## src/inc/desc_pkg.sv

```systemverilog
// Purpose: shared constants and types for the translation descriptor decoder
// Assumes: 32-bit descriptors, one aligned read each
// Notes: field positions and encodings of root, pointer, page and indirect forms
package desc_pkg;
  localparam int unsigned DW = 32;
  // table descriptor fields
  localparam int unsigned ROOT_BASE_LSB = 9;
  localparam int unsigned PTR4_BASE_LSB = 8;
  localparam int unsigned PTR8_BASE_LSB = 7;
  localparam int unsigned USED_BIT = 3;
  localparam int unsigned WPROT_BIT = 2;
  localparam int unsigned TYPE_MSB = 1;
  localparam int unsigned TYPE_LSB = 0;
  // page descriptor fields
  localparam int unsigned FRAME4_LSB = 12;
  localparam int unsigned FRAME8_LSB = 13;
  localparam int unsigned GLOBAL_BIT = 10;
  localparam int unsigned ATTR1_BIT = 9;
  localparam int unsigned ATTR0_BIT = 8;
  localparam int unsigned SUPER_BIT = 7;
  localparam int unsigned CACHE_MSB = 6;
  localparam int unsigned CACHE_LSB = 5;
  localparam int unsigned MOD_BIT = 4;
  localparam int unsigned IND_LSB = 2;
  localparam int unsigned FRAME_W = 20;
  // type, cache policy, level and state encodings
  localparam logic [1:0] PAGE_INVALID = 2'h0;
  localparam logic [1:0] PAGE_INDIRECT = 2'h2;
  localparam logic [1:0] CACHE_WT = 2'h0;
  localparam logic [1:0] CACHE_CB = 2'h1;
  localparam logic [1:0] CACHE_SER = 2'h2;
  localparam logic [1:0] CACHE_NC = 2'h3;
  typedef enum logic [1:0] {
    LVL_ROOT = 2'h0,
    LVL_PTR = 2'h1,
    LVL_PAGE = 2'h2,
    LVL_IND = 2'h3
  } level_t;
  typedef enum logic [5:0] {
    ST_IDLE = 6'h01,
    ST_FETCH = 6'h02,
    ST_DECODE = 6'h04,
    ST_MARK = 6'h08,
    ST_WRITE = 6'h10,
    ST_DONE = 6'h20
  } state_t;
endpackage

```

## src/rtl/translation_descriptor_decoder.sv

```systemverilog
// Purpose: decode fetched translation descriptors and update history bits
// Assumes: walk sequencer presents each descriptor address with desc_start
// Notes: one descriptor per request; results accumulate until the page level
`timescale 1ns/1ps
module translation_descriptor_decoder
  import desc_pkg::*;
(
  // clock and reset
  input wire logic clock,
  input wire logic arst_n,
  // configuration
  input wire logic translation_control_register,
  // request from the walk sequencer
  input wire logic desc_start,
  input wire desc_pkg::level_t desc_level,
  input wire logic [31:0] desc_addr,
  input wire logic [31:0] logical_addr,
  input wire logic access_write,
  input wire logic access_rmw,
  input wire logic access_super,
  input wire logic ext_transfer,
  // memory
  output logic mem_rd,
  output logic mem_wr,
  output logic [31:0] mem_addr,
  output logic [31:0] mem_wdata,
  input wire logic mem_ack,
  input wire logic [31:0] mem_rdata,
  // results
  output logic desc_done,
  output logic [31:0] next_addr_reg,
  output logic walk_end_reg,
  output logic resident_reg,
  output logic error_reg,
  output logic wprot_reg,
  output logic super_viol_reg,
  output logic [19:0] frame_reg,
  output logic [31:0] phys_addr_reg,
  output logic [1:0] cache_policy_reg,
  output logic global_reg,
  output logic flush_keep,
  input wire logic flush_nonglobal,
  output logic page_attr_out_zero,
  output logic page_attr_out_one
);
  import desc_pkg::*;

  state_t state_reg;
  level_t level_reg;
  logic [31:0] word;
  logic fetch_start, fetch_busy, fetch_done, page_8k;
  logic [31:0] wr_word_reg;
  logic [19:0] pf_frame;
  logic [1:0] pf_cache;
  logic pf_a0, pf_a1, pf_glob, pf_super;
  logic [1:0] dtype;
  logic wr_cyc;
  logic attr0_reg, attr1_reg;
  logic [31:0] mark_word;
  logic is_write, prot_viol;

  // upper-level type: high bit alone tells resident
  function automatic logic upper_resident(input logic [1:0] t);
    return t[1];
  endfunction

  // page-level type: nonzero and not indirect means resident
  function automatic logic page_resident(input logic [1:0] t);
    return (t != PAGE_INVALID) && (t != PAGE_INDIRECT);
  endfunction

  assign page_8k = translation_control_register;
  assign dtype = word[TYPE_MSB:TYPE_LSB];
  assign fetch_start = (state_reg == ST_FETCH);

  fetch_port u_fetch (
    .clock(clock),
    .arst_n(arst_n),
    .start(fetch_start),
    .addr(desc_addr),
    .busy(fetch_busy),
    .done(fetch_done),
    .word_reg(word),
    .mem_rd(),
    .mem_addr(),
    .mem_ack(mem_ack && !wr_cyc),
    .mem_rdata(mem_rdata)
  );

  page_fields u_fields (
    .word(word),
    .page_8k(page_8k),
    .frame(pf_frame),
    .cache_policy_field(pf_cache),
    .page_attribute_zero(pf_a0),
    .page_attribute_one(pf_a1),
    .global_flag(pf_glob),
    .super_only(pf_super)
  );

  // memory port: reads by the fetch unit, history writes by this module
  assign wr_cyc = (state_reg == ST_WRITE);
  assign mem_rd = fetch_busy;
  assign mem_wr = wr_cyc;
  assign mem_addr = {desc_addr[31:2], 2'h0};
  assign mem_wdata = wr_word_reg;
  assign desc_done = (state_reg == ST_DONE);

  // sequencer: fetch, decode, optional history write-back
  always_ff @(posedge clock or negedge arst_n) begin
    if (!arst_n) begin
      state_reg <= ST_IDLE;
    end else begin
      case (state_reg)
        ST_IDLE: begin
          if (desc_start) begin
            state_reg <= ST_FETCH;
          end
        end
        ST_FETCH: state_reg <= ST_DECODE;
        ST_DECODE: begin
          if (fetch_done) begin
            state_reg <= ST_MARK;
          end
        end
        ST_MARK: begin
          // write back only when a history bit actually changes
          if (mark_word != word) begin
            state_reg <= ST_WRITE;
          end else begin
            state_reg <= ST_DONE;
          end
        end
        ST_WRITE: begin
          if (mem_ack) begin
            state_reg <= ST_DONE;
          end
        end
        ST_DONE: state_reg <= ST_IDLE;
        default: state_reg <= ST_IDLE;
      endcase
    end
  end

  // level latched with the request
  always_ff @(posedge clock or negedge arst_n) begin
    if (!arst_n) begin
      level_reg <= LVL_ROOT;
    end else if (state_reg == ST_IDLE && desc_start) begin
      level_reg <= desc_level;
    end
  end

  // write-back word: marked copy of the captured descriptor, held through the write
  // (memory read data is only valid with the ack, so never sample it here)
  always_ff @(posedge clock or negedge arst_n) begin
    if (!arst_n) begin
      wr_word_reg <= 32'h0;
    end else if (state_reg == ST_MARK) begin
      wr_word_reg <= mark_word;
    end
  end

  // result decode per level
  always_ff @(posedge clock or negedge arst_n) begin
    if (!arst_n) begin
      next_addr_reg <= 32'h0;
      walk_end_reg <= 1'b0;
      resident_reg <= 1'b0;
      error_reg <= 1'b0;
      wprot_reg <= 1'b0;
      super_viol_reg <= 1'b0;
      frame_reg <= 20'h0;
      phys_addr_reg <= 32'h0;
      cache_policy_reg <= CACHE_WT;
      global_reg <= 1'b0;
      attr0_reg <= 1'b0;
      attr1_reg <= 1'b0;
    end else if (state_reg == ST_FETCH && level_reg == LVL_ROOT) begin
      wprot_reg <= 1'b0;
      error_reg <= 1'b0;
      walk_end_reg <= 1'b0;
      resident_reg <= 1'b0;
    end else if (state_reg == ST_MARK) begin
      case (level_reg)
        LVL_ROOT, LVL_PTR: begin
          if (!upper_resident(dtype)) begin
            walk_end_reg <= 1'b1;
            resident_reg <= 1'b0;
          end else begin
            wprot_reg <= wprot_reg | word[WPROT_BIT];
            if (level_reg == LVL_ROOT) begin
              next_addr_reg <= {word[31:ROOT_BASE_LSB], 9'h0};
            end else if (page_8k) begin
              next_addr_reg <= {word[31:PTR8_BASE_LSB], 7'h0};
            end else begin
              next_addr_reg <= {word[31:PTR4_BASE_LSB], 8'h0};
            end
          end
        end
        default: begin
          walk_end_reg <= 1'b1;
          if (dtype == PAGE_INVALID) begin
            resident_reg <= 1'b0;
          end else if (dtype == PAGE_INDIRECT) begin
            if (level_reg == LVL_IND) begin
              error_reg <= 1'b1;
              resident_reg <= 1'b0;
            end else begin
              walk_end_reg <= 1'b0;
              next_addr_reg <= {word[31:IND_LSB], 2'h0};
            end
          end else begin
            resident_reg <= 1'b1;
            frame_reg <= pf_frame;
            phys_addr_reg <= page_8k ? {pf_frame[19:1], logical_addr[12:0]}
                                     : {pf_frame, logical_addr[11:0]};
            // cache policy passed to the entry
            cache_policy_reg <= pf_cache;
            global_reg <= pf_glob;
            wprot_reg <= wprot_reg | word[WPROT_BIT];
            super_viol_reg <= pf_super && !access_super;
            attr0_reg <= pf_a0;
            attr1_reg <= pf_a1;
          end
        end
      endcase
    end
  end

  // history update value built in the mark step
  assign is_write = access_write || access_rmw;
  assign prot_viol = wprot_reg || word[WPROT_BIT] || (pf_super && !access_super);
  always_comb begin
    mark_word = word;
    if ((level_reg == LVL_ROOT || level_reg == LVL_PTR) && upper_resident(dtype)) begin
      mark_word[USED_BIT] = 1'b1;
    end else if ((level_reg == LVL_PAGE || level_reg == LVL_IND) && page_resident(dtype)) begin
      mark_word[USED_BIT] = 1'b1;
      if (is_write && !prot_viol) begin
        mark_word[MOD_BIT] = 1'b1;
      end
    end
  end

  // global entry kept by nonglobal flush
  assign flush_keep = flush_nonglobal && global_reg;
  assign page_attr_out_zero = ext_transfer & attr0_reg;
  assign page_attr_out_one = ext_transfer & attr1_reg;

  // assertions
  a_write_sets_used: assert property (@(posedge clock) disable iff (!arst_n)
    wr_cyc && mem_ack |-> mem_wdata[USED_BIT]) else $error("used bit not set");
  a_nocyc_on_same: assert property (@(posedge clock) disable iff (!arst_n)
    state_reg == ST_MARK && mark_word == word |=> state_reg == ST_DONE)
    else $error("needless write");
  a_indirect_error: assert property (@(posedge clock) disable iff (!arst_n)
    state_reg == ST_MARK && level_reg == LVL_IND && dtype == PAGE_INDIRECT
    |=> error_reg && !resident_reg) else $error("second hop not error");
  a_invalid_page: assert property (@(posedge clock) disable iff (!arst_n)
    state_reg == ST_MARK && level_reg == LVL_PAGE && dtype == PAGE_INVALID
    |=> !resident_reg && walk_end_reg) else $error("invalid page resident");
  a_upper_absent: assert property (@(posedge clock) disable iff (!arst_n)
    state_reg == ST_MARK && (level_reg == LVL_ROOT || level_reg == LVL_PTR) && !dtype[1]
    |=> walk_end_reg && !resident_reg) else $error("absent table resident");
  a_wprot_sticky: assert property (@(posedge clock) disable iff (!arst_n)
    state_reg == ST_MARK && level_reg != LVL_ROOT && $past(wprot_reg) && wprot_reg
    |=> wprot_reg) else $error("protect lost");
  a_mod_no_viol: assert property (@(posedge clock) disable iff (!arst_n)
    wr_cyc && prot_viol |-> mem_wdata[MOD_BIT] == word[MOD_BIT])
    else $error("modified set on violation");
  a_attr_echo: assert property (@(posedge clock) disable iff (!arst_n)
    !ext_transfer |-> !page_attr_out_zero && !page_attr_out_one)
    else $error("attribute without transfer");
  c_indirect: cover property (@(posedge clock) state_reg == ST_MARK && dtype == PAGE_INDIRECT);
  c_write_back: cover property (@(posedge clock) wr_cyc && mem_ack);
  c_resident: cover property (@(posedge clock) desc_done && resident_reg);
endmodule // translation_descriptor_decoder

```

## src/rtl/fetch_port.sv

```systemverilog
// Purpose: single aligned word read of one descriptor, data held in a register
// Assumes: memory answers with mem_ack, data valid in that cycle
// Notes: address low two bits forced to zero
`timescale 1ns/1ps
module fetch_port
  import desc_pkg::*;
(
  // clock and reset
  input wire logic clock,
  input wire logic arst_n,
  // request side
  input wire logic start,
  input wire logic [31:0] addr,
  output logic busy,
  output logic done,
  output logic [31:0] word_reg,
  // memory side
  output logic mem_rd,
  output logic [31:0] mem_addr,
  input wire logic mem_ack,
  input wire logic [31:0] mem_rdata
);
  // read strobe held until the memory answers
  always_ff @(posedge clock or negedge arst_n) begin
    if (!arst_n) begin
      busy <= 1'b0;
      mem_addr <= 32'h0;
    end else if (start && !busy) begin
      busy <= 1'b1;
      mem_addr <= {addr[31:2], 2'h0};
    end else if (busy && mem_ack) begin
      busy <= 1'b0;
    end
  end
  // captured descriptor word and done pulse
  always_ff @(posedge clock or negedge arst_n) begin
    if (!arst_n) begin
      word_reg <= 32'h0;
      done <= 1'b0;
    end else begin
      done <= busy && mem_ack;
      if (busy && mem_ack) begin
        word_reg <= mem_rdata;
      end
    end
  end
  assign mem_rd = busy;
endmodule // fetch_port

```

## src/rtl/page_fields.sv

```systemverilog
// Purpose: split a page descriptor into frame, cache policy and attributes
// Assumes: word is a page descriptor already known resident
// Notes: combinational decode, no storage
`timescale 1ns/1ps
module page_fields
  import desc_pkg::*;
(
  // inputs
  input wire logic [31:0] word,
  input wire logic page_8k,
  // decoded fields
  output logic [19:0] frame,
  output logic [1:0] cache_policy_field,
  output logic page_attribute_zero,
  output logic page_attribute_one,
  output logic global_flag,
  output logic super_only
);
  // frame base, low bit dropped for 8k pages; reserved bits never looked at
  always_comb begin
    frame = word[31:FRAME4_LSB];
    if (page_8k) begin
      frame = {word[31:FRAME8_LSB], 1'b0};
    end
  end
  assign cache_policy_field = word[CACHE_MSB:CACHE_LSB];
  assign page_attribute_zero = word[ATTR0_BIT];
  assign page_attribute_one = word[ATTR1_BIT];
  assign global_flag = word[GLOBAL_BIT];
  assign super_only = word[SUPER_BIT];
endmodule // page_fields

```

## config.mk

```make
export PLATFORM = sky130hd
export DESIGN_NAME = translation_descriptor_decoder
export DESIGN_NICKNAME = d
export VERILOG_FILES = /design/src/inc/desc_pkg.sv /design/src/rtl/translation_descriptor_decoder.sv /design/src/rtl/fetch_port.sv /design/src/rtl/page_fields.sv
export SDC_FILE = /design/constraint.sdc
export NUM_CORES = 1
export LEC_CHECK = 0
export BUFFER_PORTS_ARGS = -buffer_cell sky130_fd_sc_hd__buf_2
export CAP_MARGIN = 20
export CORE_MARGIN = 2
export CORE_UTILIZATION = 40
export CTS_CLUSTER_SIZE = 40
export DETAILED_ROUTE_END_ITERATION = 10
export HOLD_SLACK_MARGIN = 0.15
export MAX_ROUTING_LAYER = met4
export PLACE_DENSITY = 0.69
export SKIP_LAST_GASP = 1
export SYNTH_ARGS = -nofsm -noshare
export SYNTH_HDL_FRONTEND = slang
export SYNTH_SLANG_ARGS = --single-unit
export TNS_END_PERCENT = 100
```

## constraint.sdc

```tcl
create_clock -name clock -period 4.1 [get_ports clock]
set_input_delay 0.41 -clock clock [delete_from_list [all_inputs] [get_ports clock]]
set_output_delay 0.41 -clock clock [all_outputs]
set_load 0.05 [all_outputs]
```

## Word-level counts from Yosys, hierarchy flattened

Index checks and enable logic that the tools add are counted.

- Output and inout port bits: 162
- Bits of input ports: 108
- Bits in registers: 168
- Word-level logic and storage cells: 132

- Bitwise operators: 7
- Equality and inequality tests: 25
- Muxes and demuxes: 46
- Reductions and logical operators: 36

Operators with widths:

| operator | count |
|---|---|
| two-way mux 32 bit | 5 |
| two-way mux 1 bit | 32 |
| one-hot mux 6 bit (5 select lines) | 1 |
| two-way mux 6 bit | 4 |
| two-way mux 13 bit | 1 |
| nonzero test 2 bit | 6 |
| logical AND 1 bit | 11 |
| inequality test 2 bit (second input constant) | 5 |
| AND reduction 5 bit | 2 |
| two-way mux 9 bit | 1 |
| inequality test 3 x 2 -> 1 bit (second input constant) | 3 |
| two-way mux 8 bit | 1 |
| inequality test 2 x 1 -> 1 bit (second input constant) | 4 |
| equality test 2 bit (second input constant) | 3 |
| equality test 6 x 1 -> 1 bit (second input constant) | 1 |
| equality test 6 x 2 -> 1 bit (second input constant) | 1 |
| equality test 6 x 3 -> 1 bit (second input constant) | 1 |
| equality test 6 x 4 -> 1 bit (second input constant) | 1 |
| equality test 6 x 5 -> 1 bit (second input constant) | 1 |
| equality test 6 bit (second input constant) | 1 |
| AND reduction 3 bit | 2 |
| AND reduction 6 bit | 1 |
| logical OR 1 bit | 5 |
| inequality test 5 x 3 -> 1 bit (second input constant) | 1 |
| 12 further kinds | 20 |

## Logic depth before layout (Yosys ltp)

Gate-level depths: netlist (run 1).

- Depth after elaboration: 11
- Mapped depth: 7

## Hierarchy

A second synthesis (run 1) with hierarchy kept.

- Cells, all modules: 592
- Area, all modules: 7639.8 um2

Modules (own cells, without submodules):

| module | area an instance (um2) | cells each | sequential area each (um2) | instances |
|---|---|---|---|---|
| translation_descriptor_decoder | 5051.1 | 426 | 2829.0 | 1 |
| fetch_port | 2387.3 | 140 | 1601.5 | 1 |
| page_fields | 201.4 | 26 | 0.0 | 1 |

## Worst setup path after synthesis (run 1)

Ideal clock, no wire load.

- Path type: register to register
- From: register state_reg[3]
- To: register u_fetch.word_reg[10]
- Data required time: 3975 ps
- Setup time: 125 ps
- Arrival: 1642 ps
- Path slack: 2333 ps
- Stages on the path, launching flop included: 8
- Buffers on the path: 3
- Path through: dfrtp_1 clkbuf_2 nor4b_1 nand2_1 and3_1 buf_6 buf_12 mux2_4

- Word-level cells in the longest chain between the ends: 4

RTL lines:

| what | RTL line | text |
|---|---|---|
| start, declared | translation_descriptor_decoder.sv:48 | `state_t state_reg;` |
| start signal, assigned | translation_descriptor_decoder.sv:112 | `state_reg <= ST_IDLE;` |
| start signal, assigned | translation_descriptor_decoder.sv:117 | `state_reg <= ST_FETCH;` |
| start signal, assigned | translation_descriptor_decoder.sv:120 | `ST_FETCH: state_reg <= ST_DECODE;` |
| equality test 6 x 5 -> 1 bit | translation_descriptor_decoder.sv:102 | `assign wr_cyc = (state_reg == ST_WRITE);` |
| zero test 1 bit | translation_descriptor_decoder.sv:86 | `.mem_ack(mem_ack && !wr_cyc),` |
| logical AND 1 bit | translation_descriptor_decoder.sv:86 |  |
| logical AND 1 bit | fetch_port.sv:42 | `if (busy && mem_ack) begin` |
| end signal, assigned | fetch_port.sv:43 | `word_reg <= mem_rdata;` |
| end, declared | fetch_port.sv:16 | `output logic [31:0] word_reg,` |

No other way between the ends.
A chain may end at the register's enable or synchronous reset.

## Worst setup path in the final report (run 1)

- From: register state_reg[1]
- To: register frame_reg[16]

- Word-level cells in the longest chain between the ends: 4

RTL lines:

| what | RTL line | text |
|---|---|---|
| equality test 6 x 2 -> 1 bit | translation_descriptor_decoder.sv:179 | `end else if (state_reg == ST_FETCH && level_reg == LVL_ROOT) begin` |
| logical AND 1 bit | translation_descriptor_decoder.sv:179 |  |
| inverter 1 bit (no line) | - |  |
| AND reduction 5 bit (no line) (*) | - |  |
| end signal, assigned | translation_descriptor_decoder.sv:215 | `frame_reg <= pf_frame;` |
| end, declared | translation_descriptor_decoder.sv:37 | `output logic [19:0] frame_reg,` |

Mark *: on every way between the ends. The rest lies on a longest branch, timed or not.

==> metrics.yaml, run 1 <==
floorplanning:
  die_h_um: 129
  initial_utilization_pct: 41.1
  die_x_um: 129
  core_um2: 15300
  num_io_pins: 270
  dieArea_um2: 16700
  placementRows: 45
worst_setup_path:
  cp-end-kind: "flip-flop"
  r2r-end: "frame_reg[16]$_DFFE_PN0P_"
  path_buf_inv: 1
  critPathTopFamily: "simple AND/OR/NAND/NOR gates"
  rrSetupSlack_ns: 1.43
  startpoint_type: "flip-flop"
  critical_path_class: "flip-flop to flip-flop"
  cp_data_required_time_ns: 4.40
  slowest_delay_ns: 0.74
  cp_slowest_cell: "nand4_2"
  arrival_ns: 2.97
  reg2reg_depth: 4
  rr_startpoint: "state_reg[1]$_DFFE_PN0P_"
  cp.depth: 4
  path_max_fanout: 23
  cp_cell_sequence: "nor4_4 -> nand4_2 -> buf_4 -> mux2_2"
placed_design:
  post-place-ws_ns: 1.38
  hpwl_mm: 9.62
  io_buffer_count: 184
  gp_congestion: 0.829
  place_area_um2: 6980
outcome:
  outcome: "finished, final reports clean"
sta:
  max_freq_mhz: 374
  finalSetupTns_ns: 0
  slew_headroom_pct: 43.9
  period_share_pct: 65.2
  drv_slew: 0
  setup_viol_count_final: 0
  period_needed_ns: 2.67
  final_hold_viol_count: 0
  fin_skew_ns: 0.0101
  rsz0062_at_grt: "no"
  fin_ws_ns: 1.43
  worstMarginPinSlew_ns: 0.839
hold_path:
  min_to: "u_fetch.word_reg[24]$_DFFE_PN0P_"
  holdCritStartpoint: "mem_rdata[24]"
  hold_depth: 2
  min_path_type: "input port to flip-flop"
grt:
  grt_max_degree: 80
  antenna_found_initial: 0
  grt_overflow: 0
  grt_pass1_wl_mm: 22.1
  grt_usage_pct: 18.1
  grt_pass1_vias: 4171
finish:
  final_cell_mix: "183 x buf_2, 146 x dfrtp_1, 99 x nand2_1"
  antenna_cells: 0
  nNetsFinal: 739
  mostFrequentLayoutCell: "buf_2"
  area_growth_pct: 21.1
  drive_above_1_share_pct: 50.2
  finalInstanceArea_um2: 7590
pwr:
  leakage_nw: 4.18
  vdd_drop_max_uv: 522
  p_per_area_nw_per_um2: 866
clock_tree:
  insertion_delay_ns: 0.42
  cts_root_buf: "clkbuf_16"
  h-tree-depth: 4
  numCtsBuffers: 17
  post_cts_resized: 0
  postCtsSetupRepairBufs: 0
  clock_sinks: 147
  cts_tree: "built"
  clk_pin_slew_worst_paths_ns: 0.06
  cts_buffer_depth: 2
synthesis:
  synthCells: 491
  synth_area_leader_cell: "dfrtp_1"
  yosys.area_share.simple_pct: 10.3
  synth_top_area_share_pct: 58.3
  synth_area_leaders: "dfrtp_1 58%, mux2_2 13%, mux2_4 6.7%"
  synthXorXnorAreaFrac_pct: 0.140
  synth-warning-count: 0
  avgSynthCellArea_um2: 12.8
  netlist_area_um2: 6270
  ys_types: 39
  synth_top_family_by_area: "multiplexers"
  synth_fa_ha_area_share_pct: 0
  synth_compound_area_share_pct: 2.77
  ys_ff_latch: 147
  synthMuxAreaShare_pct: 19.5
  seq_area_frac_synth_pct: 58.7
detailed_routing:
  drt_wl_total_mm: 14.3
  initialDrtViolationCount: 156
  via_per_inst: 4.84
  ant_nets: 0
  drcViolationCount: 0
  dr.pass1.iters: 4
  via_count: 4135
  detail_route.wl_per_cell_um: 16.7
run:
  drv_cap: 0
## cell families (layout without fill, tap and decap cells)
group,Yosys count,in the layout
AND/OR/NAND/NOR,139,139
AO/OA/AOI/OAI,31,31
buffers and inverters,73,223
flip-flops,147,147
multiplexers,99,99
other,1,4
XOR/XNOR,1,1
## stage by stage
step                util, %  cells  hold WS (ns)  total power, mW
floorplan                 -    494         0.114             4.53
global placement       45.7    822         0.458             4.96
detailed placement     45.7    822         0.461             5.03
CTS                    49.8    855         0.202             6.64
global route           49.8    855         0.199             6.90
finish                 49.8    855         0.221             6.57
## where the power goes
group / switching [mW] / internal [mW] / total (mW) / leakage [nW]
Clock: 0.577 / 1.00 / 1.58 / 0.297
Combinational: 1.81 / 0.802 / 2.61 / 1.98
Sequential: 0.427 / 1.96 / 2.38 / 1.91
## cell usage after synthesis, drive strengths merged
| library cell | n |
|---|---|
| o21ai | 20 |
| mux2 | 99 |
| dfstp | 1 |
| a21o | 1 |
| nor4b | 2 |
| nand2b | 2 |
| and2 | 5 |
| nor2b | 6 |
| dfrtp | 146 |
| inv | 1 |
| or3 | 1 |
| a211o | 1 |
| conb | 1 |
| and3 | 2 |
| nand2 | 100 |
| nor2 | 10 |
| a31oi | 1 |
| nor4 | 3 |
| a21boi | 1 |
| nand4 | 2 |
| o211ai | 2 |
| and4b | 1 |
| nor3 | 2 |
| a21oi | 4 |
| nand3 | 1 |
| nand3b | 1 |
| nand4bb | 1 |
| xor2 | 1 |
| buf | 65 |
| clkbuf | 7 |
| o221ai | 1 |
## routing by layer
layer  GRT usage (%)  wire (um)
met5               -          0
met2            28.8       6930
met3            5.24       1070
met4            7.16        274
met1            21.7       6000
## cell type report
class	count	area, um^2
Tap cell	211	264
Timing Repair Buffer	190	975
Clock inverter	9	130
Multi-Input combinational cell	274	2060
Clock buffer	23	478
Fill cell	1387	7660
Sequential cell	147	3680
Inverter	1	3.75
## worst max-delay path by stage
stage,start,endpoint,slack [ns]
2_1_floorplan,state_reg[3]$_DFFE_PN0P_,u_fetch.word_reg[10]$_DFFE_PN0P_,2.33
3_3_place_gp,state_reg[1]$_DFFE_PN0P_,super_viol_reg$_DFFE_PN0P_,1.43
3_5_place_dp,state_reg[1]$_DFFE_PN0P_,phys_addr_reg[6]$_DFFE_PN0P_,1.38
4_1_cts,state_reg[1]$_DFFE_PN0P_,frame_reg[16]$_DFFE_PN0P_,1.37
5_1_grt,state_reg[1]$_DFFE_PN0P_,frame_reg[19]$_DFFE_PN0P_,1.28
6_report,state_reg[1]$_DFFE_PN0P_,frame_reg[16]$_DFFE_PN0P_,1.43
## repair_timing
| item | 4_1_cts | 5_1_grt |
|---|---|---|
| hold endpoints to repair | 76 | 0 |
| hold buffers | 1 | 0 |
| setup endpoints to repair | 0 | 0 |
No activity file was read; power rests on OpenSTA's default activity.
==> run 2, diff against run 1 <==
- ABC_AREA: unset -> 1
- PLACE_DENSITY: 0.69 -> 0.72
- clock period: 4.1 -> 2.2 ns (I/O delays scaled with it)
==> metrics.yaml, run 2 <==
pwr:
  vdd_drop_max_uv: 701  # was 522 uV
  leakage_nw: 4.33  # was 4.18 nW
  p_per_area_nw_per_um2: 1420  # was 866 nW/um^2
  total_power_mw: 11.6  # was 6.57 mW
clock_tree:
  numCtsBuffers: 17  # unchanged
  clk_pin_slew_worst_paths_ns: 0.06  # about the same
  post_cts_resized: 0  # unchanged
  cts_root_buf: "clkbuf_16"  # unchanged
  insertion_delay_ns: 0.42  # about the same
  holdBufCountCts: 56  # was 1
  cts_tree: "built"  # unchanged
  h-tree-depth: 4  # unchanged
  cts_buffer_depth: 2  # unchanged
  clock_sinks: 147  # unchanged
  postCtsSetupRepairBufs: 0  # unchanged
synthesis:
  synthMuxAreaShare_pct: 0  # was 19.5%
  seq_area_frac_synth_pct: 58.3  # was 58.7%
  synth_top_area_share_pct: 57.9  # was 58.3%
  synthXorXnorAreaFrac_pct: 0  # was 0.140%
  synth_area_leader_cell: "dfrtp_1"  # unchanged
  yosys.area_share.simple_pct: 16.0  # was 10.3%
  avgSynthCellArea_um2: 9.74  # was 12.8 um^2
  synth_edf_count: 0  # unchanged
  ys_ff_latch: 147  # unchanged
  ys_types: 28  # was 39
  synthCells: 648  # was 491
  netlist_area_um2: 6310  # was 6270 um^2
  synth-warning-count: 0  # unchanged
  synth_top_family_by_area: "simple AND/OR/NAND/NOR gates"  # was multiplexers
  synth_async_sr_flop_share_pct: 100  # unchanged
  synth_most_common_cell: "nand2_1"  # was dfrtp_1
  ys.flop_type: "dfrtp_1"  # unchanged
  synth_commonest_cells: "197 x nand2_1, 146 x dfrtp_1, 70 x o21ai_1"  # was 146 x dfrtp_1, 99 x nand2_1, 71 x mux2_2
  synth_area_leaders: "dfrtp_1 58%, nand2_1 12%, buf_4 6.3%"  # was dfrtp_1 58%, mux2_2 13%, mux2_4 6.7%
  synth_compound_area_share_pct: 12.4  # was 2.77%
  synth_fa_ha_area_share_pct: 0  # unchanged
sta:
  max_freq_mhz: 507  # was 374 MHz
  fin_ws_ns: 0.227  # was 1.43 ns
  period_needed_ns: 1.97  # was 2.67 ns
  drv_slew: 0  # unchanged
  fin_skew_ns: 0.00813  # was 0.0101 ns
  setup_viol_count_final: 0  # unchanged
  period_share_pct: 89.7  # was 65.2%
  worstMarginPinSlew_ns: 0.669  # was 0.839 ns
  slew_headroom_pct: 55.4  # was 43.9%
  final_hold_viol_count: 0  # unchanged
  rsz0062_at_grt: "no"  # unchanged
  holdWs_ns: 0.276  # was 0.221 ns
  finalSetupTns_ns: 0  # unchanged
finish:
  nNetsFinal: 946  # was 739
  fillCellCount: 1393  # was 1387
  final_cell_mix: "197 x nand2_1, 183 x buf_2, 146 x dfrtp_1"  # was 183 x buf_2, 146 x dfrtp_1, 99 x nand2_1
  area_growth_pct: 29.6  # was 21.1%
  mostFrequentLayoutCell: "nand2_1"  # was buf_2
  drive_above_1_share_pct: 31.7  # was 50.2%
  antenna_cells: 0  # unchanged
worst_setup_path:
  cp-end-kind: "flip-flop"  # unchanged
  rr_startpoint: "state_reg[5]$_DFFE_PN0P_"  # was state_reg[1]$_DFFE_PN0P_
  critical_path_class: "flip-flop to flip-flop"  # unchanged
  setup.worst_path.start: "state_reg[5]$_DFFE_PN0P_"  # was state_reg[1]$_DFFE_PN0P_
  path_max_fanout: 64  # was 23
  cp-endpoint: "frame_reg[19]$_DFFE_PN0P_"  # was frame_reg[16]$_DFFE_PN0P_
  arrival_ns: 2.24  # was 2.97 ns
  rrSetupSlack_ns: 0.23  # was 1.43 ns
  reg2reg_depth: 6  # was 4
  cp_data_required_time_ns: 2.47  # was 4.40 ns
  r2r-end: "frame_reg[19]$_DFFE_PN0P_"  # was frame_reg[16]$_DFFE_PN0P_
  startpoint_type: "flip-flop"  # unchanged
floorplanning:
  die_h_um: 130  # was 129 um
  initial_utilization_pct: 41.2  # was 41.1%
  placementRows: 45  # unchanged
  die_x_um: 130  # was 129 um
  core_um2: 15300  # about the same
  num_io_pins: 270  # unchanged
  dieArea_um2: 16800  # was 16700 um^2
detailed_routing:
  dr.pass1.iters: 4  # unchanged
  drt_wl_total_mm: 14.7  # was 14.3 mm
  drcViolationCount: 0  # unchanged
  initialDrtViolationCount: 221  # was 156
  via_per_inst: 4.62  # was 4.84
  ant_nets: 0  # unchanged
  detail_route.wl_per_cell_um: 13.8  # was 16.7 um
  via_count: 4910  # was 4135
placed_design:
  hpwl_mm: 9.66  # was 9.62 mm
  io_buffer_count: 184  # unchanged
  gp_congestion: 0.777  # was 0.829
  post-place-ws_ns: 0.236  # was 1.38 ns
grt:
  grt_usage_pct: 19.1  # was 18.1%
  grt_pass1_wl_mm: 24.3  # was 22.1 mm
  grt_max_degree: 65  # was 80
  grt_pass1_vias: 4880  # was 4171
  grt_overflow: 0  # unchanged
  antenna_found_initial: 0  # unchanged
outcome:
  outcome: "finished, final reports clean"  # unchanged
hold_path:
  min_path_type: "input port to async pin"  # was input port to flip-flop
run:
  drv_cap: 0  # unchanged
run 2: kinds of logic after synthesis:
kind of cell | Yosys count
flops | 147
compound gates | 130
other cells | 1
simple gates | 235
buf+inv | 135
run 2: stage by stage:
stage,utilization (%),cells,area (um^2)
floorplan,-,651,6320
global placement,45.7,974,6990
detailed placement,45.7,974,6990
CTS,53.4,1062,8180
global route,53.4,1062,8180
finish,53.4,1062,8180
run 2: routing by layer:
layer / share of wire [%] / global-route usage, % / wire length, um
met1: 46 / 23.9 / 6710
met2: 48 / 30.8 / 6980
met3: 5.2 / 4.79 / 757
met4: 1.6 / 5.88 / 234
met5: 0 / - / 0
run 2: worst min-delay path by stage:
| stage | from | to | cells after the start |
|---|---|---|---|
| floorplan | arst_n | attr0_reg$_DFFE_PN0P_ | 0 |
| global placement | arst_n | frame_reg[14]$_DFFE_PN0P_ | 1 |
| detailed placement | arst_n | frame_reg[14]$_DFFE_PN0P_ | 1 |
| CTS | arst_n | frame_reg[14]$_DFFE_PN0P_ | 2 |
| global route | arst_n | frame_reg[14]$_DFFE_PN0P_ | 2 |
| finish | arst_n | next_addr_reg[26]$_DFFE_PN0P_ | 2 |
run 2: critical path: stages (launching register included):
cell	delay (ns)
dfrtp_1	0.42
nor2_4	0.24
nand3_4	0.27
nor2_8	0.32
inv_4	0.30
nand2_1	0.14
o21ai_1	0.07
run 2: layout make-up:
cell class,count,area [um^2],area share [%]
clock buffers,19,453,5.54
clock inverters,13,173,2.11
flip-flops and latches,147,3680,45.0
multi-input cells,369,1800,22.0
inverters,55,209,2.56
well taps,211,264,3.23
repair buffers,248,1600,19.5
run 2: where the power goes:
group	switching [mW]	internal [mW]
Clock	1.17	1.86
Combinational	3.44	1.09
Sequential	0.492	3.55
Total	5.10	6.50
==> run 3, diff against run 2 <==
- PLACE_DENSITY: 0.72 -> 0.69
- clock period: 2.2 -> 1.9 ns (I/O delays scaled with it)
==> metrics.yaml, run 3 (synthesis gave the netlist of run 2 again) <==
floorplanning:
  initial_utilization_pct: 41.2  # unchanged
  core_um2: 15300  # unchanged
  dieArea_um2: 16800  # unchanged
  num_io_pins: 270  # unchanged
  die_h_um: 130  # unchanged
  die_x_um: 130  # unchanged
  placementRows: 45  # unchanged
clock_tree:
  clk_pin_slew_worst_paths_ns: 0.06  # about the same
  numCtsBuffers: 17  # unchanged
  clock_sinks: 147  # unchanged
  cts_buffer_depth: 2  # unchanged
  cts_tree: "built"  # unchanged
  cts_root_buf: "clkbuf_16"  # unchanged
  insertion_delay_ns: 0.42  # about the same
  h-tree-depth: 4  # unchanged
outcome:
  outcome: "finished, final reports clean"  # unchanged
sta:
  setup_viol_count_final: 0  # unchanged
  max_freq_mhz: 568  # was 507 MHz
  finalSetupTns_ns: 0  # unchanged
  period_needed_ns: 1.76  # was 1.97 ns
  final_hold_viol_count: 0  # unchanged
  period_share_pct: 92.7  # was 89.7%
  rsz0062_at_grt: "no"  # unchanged
  fin_skew_ns: 0.00641  # was 0.00813 ns
  drv_slew: 0  # unchanged
worst_setup_path:
  startpoint_type: "flip-flop"  # unchanged
  rrSetupSlack_ns: 0.14  # was 0.23 ns
  arrival_ns: 2.12  # was 2.24 ns
  reg2reg_depth: 7  # was 6
  rr_startpoint: "state_reg[0]$_DFFE_PN1P_"  # was state_reg[5]$_DFFE_PN0P_
  r2r-end: "u_fetch.word_reg[7]$_DFFE_PN0P_"  # was frame_reg[19]$_DFFE_PN0P_
  path_max_fanout: 7  # was 64
  critical_path_class: "flip-flop to flip-flop"  # unchanged
  cp-end-kind: "flip-flop"  # unchanged
  cp_data_required_time_ns: 2.26  # was 2.47 ns
grt:
  grt_usage_pct: 19.1  # about the same
  grt_overflow: 0  # unchanged
  grt_pass1_vias: 4893  # was 4880
  grt_max_degree: 56  # was 65
  antenna_found_initial: 0  # unchanged
  grt_pass1_wl_mm: 24.0  # was 24.3 mm
finish:
  final_cell_mix: "197 x nand2_1, 183 x buf_2, 146 x dfrtp_1"  # unchanged
  utilization_pct: 54.4  # was 53.4%
  area_growth_pct: 32.1  # was 29.6%
  antenna_cells: 0  # unchanged
  nNetsFinal: 955  # was 946
  mostFrequentLayoutCell: "nand2_1"  # unchanged
  drive_above_1_share_pct: 32.3  # was 31.7%
pwr:
  vdd_drop_max_uv: 883  # was 701 uV
  leakage_nw: 4.41  # was 4.33 nW
  p_per_area_nw_per_um2: 1650  # was 1420 nW/um^2
detailed_routing:
  via_per_inst: 4.60  # was 4.62
  drt_wl_total_mm: 14.8  # was 14.7 mm
  dr.pass1.iters: 4  # unchanged
  initialDrtViolationCount: 230  # was 221
  via_count: 4929  # was 4910
  detail_route.wl_per_cell_um: 13.9  # was 13.8 um
  drcViolationCount: 0  # unchanged
  ant_nets: 0  # unchanged
placed_design:
  gp_congestion: 0.790  # was 0.777
  hpwl_mm: 9.94  # was 9.66 mm
  io_buffer_count: 184  # unchanged
run:
  drv_cap: 0  # unchanged
hold_path:
  min_path_type: "input port to async pin"  # unchanged
[run 3: changes by cell type in the layout (fill, tap and decap cells not counted)]
cell and delta:
clkbuf_1 +3, bufinv_16 +2, nor2_4 +1, dlygate4sd3_1 -1
buf_12 +4, buf_4 +6, clkbuf_8 +2, clkinv_4 -4
nor2_1 -1, inv_6 -3
[run 3: critical path, cell delays in order, from the launching register on]
cell           delay [ns]
dfstp_2              0.57
nor2_4               0.06
nand3_2              0.10
nand3_2              0.10
inv_2                0.20
nand2_1              0.08
nand2_1              0.06
dlygate4sd3_1        0.53
[run 3: how the worst max path moves through the flow]
stage,endpoint,startpoint,cells after the start
6_report,u_fetch.word_reg[7]$_DFFE_PN0P_,state_reg[0]$_DFFE_PN1P_,7
5_1_grt,u_fetch.word_reg[7]$_DFFE_PN0P_,state_reg[1]$_DFFE_PN0P_,7
4_1_cts,phys_addr_reg[12]$_DFFE_PN0P_,translation_control_register,8
3_5_place_dp,next_addr_reg[21]$_DFFE_PN0P_,state_reg[5]$_DFFE_PN0P_,7
3_3_place_gp,next_addr_reg[18]$_DFFE_PN0P_,state_reg[4]$_DFFE_PN0P_,7
2_1_floorplan,desc_done,state_reg[2]$_DFFE_PN0P_,3
[run 3: routing by layer]
layer	up-vias	wire length, um	GRT usage [%]
met3	24	970	5.41
met1	2331	6660	23.4
met4	0	244	6.83
met5	-	0	-
li1	2414	-	-
met2	160	6970	30.5
[run 3: area by class of cell]
type                            instances  area (um^2)
Clock buffer                           24          492
Tap cell                              211          264
Timing Repair Buffer                  257         1710
Inverter                               55          209
Multi-Input combinational cell        369         1810
Clock inverter                          8          171
Sequential cell                       147         3680
Fill cell                            1379         6980
[run 3: repair_timing]
item / CTS / global route
setup endpoints to repair: 1 / 5
hold endpoints to repair: 199 / 0
setup buffers: 0 / 5
hold buffers: 58 / 0
gates resized for setup: 1 / 1
cloned: 0 / 0
pin swaps: 0 / 5
[run 3: report_power, final]
part           switching [mW]  total (mW)  internal, mW
combinational            4.02        5.37          1.35
sequential              0.563        4.67          4.11
clock                    1.25        3.73          2.47
total                    5.84        13.8          7.93
[run 3: through the flow]
stage	hold WS, ns	worst slack (ns)	instances	total power [mW]	cell area, um^2
global placement	0.109	0.226	979	9.80	7080
floorplan	-0.106	0.310	651	8.85	6320
CTS	0.225	0.0392	1069	13.8	8330
detailed placement	0.111	0.186	979	9.90	7080
global route	0.255	0.0156	1071	14.6	8340
finish	0.237	0.139	1071	13.8	8340
